## config.mk

```make
export PLATFORM = sky130hd
export DESIGN_NAME = itm_timer
export DESIGN_NICKNAME = d
export VERILOG_FILES = /design/src/verilog/itm_pkg.sv /design/src/verilog/itm_prescaler.sv /design/src/verilog/itm_timer.sv
export SDC_FILE = /design/constraint.sdc
export NUM_CORES = 1
export LEC_CHECK = 0
export CAP_MARGIN = 0
export CORE_ASPECT_RATIO = 1.1
export CORE_MARGIN = 4
export CORE_UTILIZATION = 35
export DETAILED_ROUTE_END_ITERATION = 8
export DONT_BUFFER_PORTS = 1
export MAX_ROUTING_LAYER = met4
export PLACE_DENSITY = 0.6
export SLEW_MARGIN = 20
export SYNTH_ARGS = -nofsm -noshare
export SYNTH_HDL_FRONTEND = slang
export SYNTH_SLANG_ARGS = --single-unit
```

## constraint.sdc

```tcl
create_clock -name clk_i -period 5.5 [get_ports clk_i]
set_input_delay 1.1 -clock clk_i [delete_from_list [all_inputs] [get_ports clk_i]]
set_output_delay 1.1 -clock clk_i [all_outputs]
set_load 0.01 [all_outputs]
```

## src/verilog/itm_pkg.sv

```systemverilog
// Constants and types shared by the interval timer design.
// What this block does
// - Rate word picks one of four decade time bases, 10 kHz to 10 Hz.
// - Period counter steps once per tick of the selected time base.
// - Modulus control word sets the number of time-base ticks per period.
// - After programming, an interrupt request is raised once every period.
// - Interrupt interval spans 200 us up to 25.6 s.
// - Interval step is one time-base period: 100 us, 1 ms, 10 ms, 100 ms.
// - Block answers exactly two consecutive I/O port addresses.
// - Upper seven I/O address bits are matched to a 7-bit address setting.
package itm_pkg;

    localparam int CLK_HZ       = 10_000_000;
    localparam int CLK_PERIOD_NS = 100;

    // Time base rates in Hz and their periods in microseconds
    localparam int RATE0_HZ     = 10_000;
    localparam int RATE1_HZ     = 1_000;
    localparam int RATE2_HZ     = 100;
    localparam int RATE3_HZ     = 10;
    localparam int STEP0_US     = 100;
    localparam int STEP1_US     = 1_000;
    localparam int STEP2_US     = 10_000;
    localparam int STEP3_US     = 100_000;

    // Clock cycles per time-base tick
    localparam int RATE0_CYC    = CLK_HZ / RATE0_HZ;
    localparam int RATE1_CYC    = CLK_HZ / RATE1_HZ;
    localparam int RATE2_CYC    = CLK_HZ / RATE2_HZ;
    localparam int RATE3_CYC    = CLK_HZ / RATE3_HZ;
    localparam int DIV_W        = 20;

    // Interval limits in microseconds
    localparam int MIN_IVL_US   = 200;
    localparam int MAX_IVL_US   = 25_600_000;

    // I/O decode
    localparam int ADR_W        = 8;
    localparam int SW_W         = 7;
    localparam logic PORT_RATE  = 1'b0;
    localparam logic PORT_MOD   = 1'b1;

    // Modulus handling: 0 means 256 ticks, 1 is raised to 2
    localparam logic [7:0] MOD_FULL  = 8'h00;
    localparam logic [7:0] MOD_ONE   = 8'h01;
    localparam logic [7:0] LOAD_FULL = 8'hFF;
    localparam logic [7:0] LOAD_MIN  = 8'h01;
    localparam logic [7:0] CNT_ZERO  = 8'h00;
    localparam logic [7:0] CNT_STEP  = 8'h01;

    typedef enum logic [1:0] {
        RATE_10K = 2'b00,
        RATE_1K  = 2'b01,
        RATE_100 = 2'b10,
        RATE_10  = 2'b11
    } itm_rate_t;

    localparam itm_rate_t RATE_RST = RATE_10K;
    localparam logic [7:0] MOD_RST = 8'h00;

    // Reload value: ticks per period minus one
    function automatic logic [7:0] itm_reload(input logic [7:0] m);
        if (m == MOD_FULL) begin
            return LOAD_FULL;
        end else if (m == MOD_ONE) begin
            return LOAD_MIN;
        end
        return m - CNT_STEP;
    endfunction : itm_reload

endpackage : itm_pkg

```

## src/verilog/itm_prescaler.sv

```systemverilog
// Time-base divider: one-cycle tick at the selected decade rate.
`timescale 1ns/100ps
module itm_prescaler
    import itm_pkg::*;
#(
    parameter int W    = DIV_W,
    parameter int LIM0 = RATE0_CYC,
    parameter int LIM1 = RATE1_CYC,
    parameter int LIM2 = RATE2_CYC,
    parameter int LIM3 = RATE3_CYC
) (
    input  wire logic       clk_i,
    input  wire logic       rst_i,
    input  wire itm_rate_t  rate_i,
    input  wire logic       restart_i,
    output logic            tick_o
);

    typedef struct packed {
        logic [W-1:0] cnt;
        logic         tick;
    } itm_div_t;

    itm_div_t div_reg;
    itm_div_t div_next;
    logic [W-1:0] last;

    function automatic logic [W-1:0] itm_last(input itm_rate_t r);
        unique case (r)
            RATE_10K: return W'(LIM0 - 1);
            RATE_1K:  return W'(LIM1 - 1);
            RATE_100: return W'(LIM2 - 1);
            RATE_10:  return W'(LIM3 - 1);
        endcase
    endfunction : itm_last

    assign last = itm_last(rate_i);

    always_comb begin
        div_next      = div_reg;
        div_next.tick = 1'b0;
        // Restart so a new rate starts a full step, never a short one
        if (restart_i) begin
            div_next.cnt = '0;
        end else if (div_reg.cnt >= last) begin
            div_next.cnt  = '0;
            div_next.tick = 1'b1;
        end else begin
            div_next.cnt = div_reg.cnt + W'(1);
        end
    end

    always_ff @(posedge clk_i) begin
        if (rst_i) begin
            div_reg <= '0;
        end else begin
            div_reg <= div_next;
        end
    end

    assign tick_o = div_reg.tick;
endmodule : itm_prescaler

```

## src/verilog/itm_timer.sv

```systemverilog
// Interval timer top: I/O port decode, period counter, interrupt pin.
`timescale 1ns/100ps
module itm_timer
    import itm_pkg::*;
#(
    parameter int LIM0 = RATE0_CYC,
    parameter int LIM1 = RATE1_CYC,
    parameter int LIM2 = RATE2_CYC,
    parameter int LIM3 = RATE3_CYC
) (
    input  wire logic             clk_i,
    input  wire logic             rst_i,
    input  wire logic [ADR_W-1:0] adr_i,
    input  wire logic [7:0]       data_i,
    input  wire logic             out_req_n_i,
    input  wire logic [SW_W-1:0]  base_sw_i,
    output logic                  irq_o,
    output logic                  irq_oe_n_o
);

    typedef struct packed {
        itm_rate_t  rate;
        logic [7:0] modulus;
        logic [7:0] cnt;
        logic       running;
        logic       irq_n;
        logic       req_prev_n;
    } itm_state_t;

    itm_state_t st_reg;
    itm_state_t st_next;
    logic       tick;
    logic       wr_stb;
    logic       hit;
    logic       wr_rate;
    logic       wr_mod;
    logic       term;

    ////////////////////////////////////////////////////////////////////////
    // Port decode: one access per falling edge of the output request
    assign hit     = adr_i[ADR_W-1:1] == base_sw_i;
    assign wr_stb  = !out_req_n_i && st_reg.req_prev_n;
    assign wr_rate = wr_stb && hit && adr_i[0] == PORT_RATE;
    assign wr_mod  = wr_stb && hit && adr_i[0] == PORT_MOD;
    assign term    = tick && st_reg.running && st_reg.cnt == CNT_ZERO;

    itm_prescaler #(
        .W    (DIV_W),
        .LIM0 (LIM0),
        .LIM1 (LIM1),
        .LIM2 (LIM2),
        .LIM3 (LIM3)
    ) u_div (
        .clk_i     (clk_i),
        .rst_i     (rst_i),
        .rate_i    (st_reg.rate),
        .restart_i (wr_rate || wr_mod),
        .tick_o    (tick)
    );

    ////////////////////////////////////////////////////////////////////////
    always_comb begin
        st_next            = st_reg;
        st_next.req_prev_n = out_req_n_i;
        // Any write to our ports acknowledges the pending request
        if (wr_rate || wr_mod) begin
            st_next.irq_n = 1'b1;
        end
        if (wr_rate) begin
            st_next.rate = itm_rate_t'(data_i[1:0]);
        end
        if (wr_mod) begin
            st_next.modulus = data_i;
            st_next.cnt     = itm_reload(data_i);
            st_next.running = 1'b1;
        end else if (tick && st_reg.running) begin
            if (term) begin
                st_next.cnt = itm_reload(st_reg.modulus);
            end else begin
                st_next.cnt = st_reg.cnt - CNT_STEP;
            end
        end
        // Set after the clear: a write never swallows a terminal count
        if (term) begin
            st_next.irq_n = 1'b0;
        end
    end

    always_ff @(posedge clk_i) begin
        if (rst_i) begin
            st_reg <= '{rate: RATE_RST, modulus: MOD_RST, cnt: CNT_ZERO,
                        running: 1'b0, irq_n: 1'b1, req_prev_n: 1'b1};
        end else begin
            st_reg <= st_next;
        end
    end

    // Open-drain line: level is always low, enable is active low
    assign irq_o      = 1'b0;
    assign irq_oe_n_o = st_reg.irq_n;
endmodule : itm_timer

```

==> metrics.md <==
| Metric | Value |
|---|---|
| DR WL/cell | `~14 um` |
| Die Footprint | `0.00973 sq mm` |
| Synthesized net count | `400` |
| Gr usage total | `between 10% and 20%` |
| RR Startpoint | `st_reg[20]$_SDFFE_PP0P_` |
| Logic pwr share | `4.7%` |
| Post-CTS resize count | `0` |
| First-pass GRT wire length | `roughly 11000 um` |
| Worst-Skew Late Latency | `around 0.30 ns` |
| Number of synthesized flops with an enable pin | `0` |
| Max rail drop VDD | `~0.00012 V` |
| Hold Path Class | `register to register` |
| Worst Slack Setup Final | `around 2.7 ns` |
| Pin count of the biggest net entering global routing | `21` |
| Total number of vias | `around 2300` |
| DPL Wire Length | `slightly below 5000 um` |
| WS Path Type | `register to register` |
| CP endpoint | `u_div.div_reg[20]$_SDFF_PP0_` |
| Max clock buf depth | `2` |
| Synth top area share | `29.2%` |
| Initial DRC count | `99` |
| Int Pwr | `~510 uW` |
| Rel. slew slack | `43.0%` |
| Critical Path RT | `roughly 5.7 ns` |
| Worst Max-Slew Pin Slew | `roughly 0.85 ns` |
| TritonCTS Buffers | `5` |
| Sw Share | `about a fifth` |
| Fin crit period | `2.81 ns` |
| RSZ-0062 raised after global routing | `no` |
| Initial antenna violation count | `0` |
| Initial core utilization | `36.1%` |
| CTS Sinks | `42` |
| Worst R2R Setup Slack | `between 2 and 3 ns` |
| Worst reg2reg path endpoint | `u_div.div_reg[20]$_SDFF_PP0_` |
| Worst Setup Start Kind | `register` |
| Depth of the worst register-to-register path | `8` |
| Post-synthesis sequential area ratio | `~29%` |
| Final setup vio count | `0` |
| # fillers | `between 800 and 900` |
| CTS tree | `built` |
| Yosys cell types | `53` |
| Post-DRT Antenna Nets | `0` |
| First drt pass iteration count | `4` |
| Crit-path max cell delay | `just over 0.7 ns` |
| H-tree Lvls | `2` |
| Sw Pwr | `~130 uW` |
| Critical Path Source | `st_reg[20]$_SDFFE_PP0P_` |
| CTS root buf | `clkbuf_8` |
| Via density | `approximately 5.2` |
| Async SR Flop Fraction | `0%` |
| DP Area | `between 0.002 and 0.003 sq mm` |
| Area delta synth->final | `7.53%` |
| Cell taking the most area after synthesis | `dfxtp_1` |
| Port Buffers | `0` |
| Clk pwr share | `47.2%` |
| TNS Setup | `0 ns` |
| Leak | `about 1.2 nW` |
| Placer Congestion | `0.854` |
| Synth top area cells | `dfxtp_1 (29%), ha_1 (11%), nor2_1 (6.9%)` |
| Max Freq | `between 300 and 400 MHz` |
| Worst Path Arrival | `3.03 ns` |
| Max cap viols | `0` |
| Pwr Total | `~640 uW` |
| Worst clock skew | `between 0.015 and 0.02 ns` |
| Reg clk slew, reported paths | `0.09 ns` |
| Ys Warns | `0` |
| Total I/O pin count | `28` |
| Worst slack, placed | `2.60 ns` |
| PwrDens | `between 200 and 250 mW/mm^2` |
| Cts hold-fix bufs | `0` |
| Core outline area | `about 0.008 sq mm` |
| Crit. End Element | `register` |
| Core Rows | `34` |
| Crit path max fanout | `20` |
| Status | `completed` |
| Final period util | `about 51%` |
| Max Slew Vio Count | `0` |
| CP cell instances | `inv_1, ha_1, ha_1, a21oi_1, nor3b_1, o211ai_1, nand4b_1, a21oi_1` |
| Hold Violations, Final | `0` |
| Fin area | `around 0.0031 sq mm` |
| DRT Wirelength | `6320 um` |
| Die width | `94.4 um` |
| Crit-path slowest cell | `nand4b_1` |
| Antenna cell count | `0` |
| Avg Inst Size Synth | `8.24 sq um` |
| Share of post-route cells with drive strength above 1 | `6.41%` |
| Net count, final | `just under 400` |
| DRC | `0` |
| Mapped Area | `approximately 0.0029 sq mm` |
| GRT overflow | `0` |
| Vias in the first global route | `roughly 2200` |
| Seq pwr share | `between 40% and 50%` |
| Mapped Cells | `around 350` |
| Setup repair bufs after CTS | `0` |
| Die Height | `about 100 um` |
| #FFs+latches synth | `42` |
| Ys flop type | `dfxtp_1` |
[through the flow]
stage	hold slack (ns)	cells	utilization, %
detailed placement	0.439	443	37.0
CTS	0.457	451	38.8
global route	0.489	451	38.9
global placement	0.439	443	37.0
floorplan	0.418	349	-
finish	0.453	451	38.9
[metal layers]
layer  track usage [%]  vias to the layer above  routed length (um)
li1                  -                     1224                   -
met1              17.0                     1075                2820
met2              23.5                       33                3190
met3              2.70                       13                 167
met4              5.56                        0                 139
met5                 -                        -                   0
[power by group through the flow]
| stage | sequential (mW) | combinational (mW) | clock, mW |
|---|---|---|---|
| after CTS | 0.309 | 0.0298 | 0.313 |
| after global routing | 0.309 | 0.0337 | 0.321 |
| after detailed placement | 0.316 | 0.0296 | 0 |
| final | 0.309 | 0.0299 | 0.303 |
| after global placement | 0.316 | 0.0294 | 0 |
| after floorplan | 0.315 | 0.0281 | 0 |
[synthesized netlist by cell type, types with 2 or more instances]
| master | n |
|---|---|
| and3_1 | 4 |
| nor2b_1 | 5 |
| ha_1 | 25 |
| inv_1 | 16 |
| dfxtp_1 | 42 |
| a211oi_1 | 5 |
| o31ai_1 | 3 |
| buf_2 | 2 |
| or3_1 | 6 |
| nor3b_1 | 3 |
| a311oi_1 | 2 |
| mux2_2 | 2 |
| nand2b_1 | 2 |
| clkbuf_1 | 10 |
| a31oi_1 | 2 |
| xnor2_1 | 18 |
| and4_1 | 5 |
| nand4_1 | 7 |
| nand2_1 | 17 |
| o41ai_1 | 4 |
| or3_2 | 2 |
| xor2_1 | 14 |
| nand4b_1 | 5 |
| mux2i_1 | 11 |
| or2_2 | 2 |
| nand3_1 | 10 |
| o211ai_1 | 4 |
| o21ai_0 | 7 |
| a21oi_1 | 23 |
| nor2_1 | 53 |
| o21bai_1 | 3 |
| nor3_1 | 14 |
[how the worst min path moves through the flow]
stage	from	to	depth (start not counted)	slack (ns)
2_1_floorplan	u_div.div_reg[1]$_SDFF_PP0_	u_div.div_reg[1]$_SDFF_PP0_	1	0.42
3_3_place_gp	u_div.div_reg[1]$_SDFF_PP0_	u_div.div_reg[1]$_SDFF_PP0_	1	0.44
3_5_place_dp	u_div.div_reg[1]$_SDFF_PP0_	u_div.div_reg[1]$_SDFF_PP0_	1	0.44
4_1_cts	u_div.div_reg[1]$_SDFF_PP0_	u_div.div_reg[1]$_SDFF_PP0_	1	0.46
5_1_grt	u_div.div_reg[1]$_SDFF_PP0_	u_div.div_reg[1]$_SDFF_PP0_	1	0.49
6_report	u_div.div_reg[1]$_SDFF_PP0_	u_div.div_reg[1]$_SDFF_PP0_	1	0.45
[cell usage in the layout (no fill, tap or decap), types with 3 or more instances in the layout]
cell type / count
nand3_1: 10
nor2_1: 53
xnor2_1: 18
or3_1: 6
nand4_1: 7
nand2_1: 17
nor2b_1: 5
o21bai_1: 3
mux2i_1: 11
o41ai_1: 4
a211oi_1: 5
o211ai_1: 4
dfxtp_1: 42
nand4b_1: 5
inv_1: 16
and4_1: 5
clkbuf_8: 6
o21ai_0: 7
ha_1: 25
nor3_1: 13
nor3b_1: 3
and3_1: 4
xor2_1: 14
o31ai_1: 3
a21oi_1: 23
[logic make-up (layout without fill, tap and decap cells)]
kind of cell               after synthesis  in the layout  synth area share, %
and+or+nand+nor                        142            142                 26.0
AOI/OAI and AO/OA                       64             64                 15.0
DFF                                     42             42                 29.2
xor gates and xnor gates                32             32                 9.75
buffers and inverters                   30             24                 4.40
adders and majority gates               25             25                 10.9
muxes                                   13             13                 4.61
other                                    1              1                0.130
[worst max-delay path: cells and delay by family (launching register included)]
kind	cells	cell delay, ns
fa+ha+maj	2	0.61
flops	1	0.42
compound gates	3	0.77
buf+inv	1	0.13
simple gates	2	0.79
[layout make-up]
| class | instances | area, sq um | share of cell area, % |
|---|---|---|---|
| sequential | 42 | 841 | 27.2 |
| clock inverter | 2 | 60.1 | 1.94 |
| clock buffer | 6 | 82.6 | 2.67 |
| multi-input combinational | 277 | 1910 | 61.9 |
| tap | 108 | 135 | 4.37 |
| inverter | 16 | 60.1 | 1.94 |
Note: power is estimated with default switching activity, not from simulation.
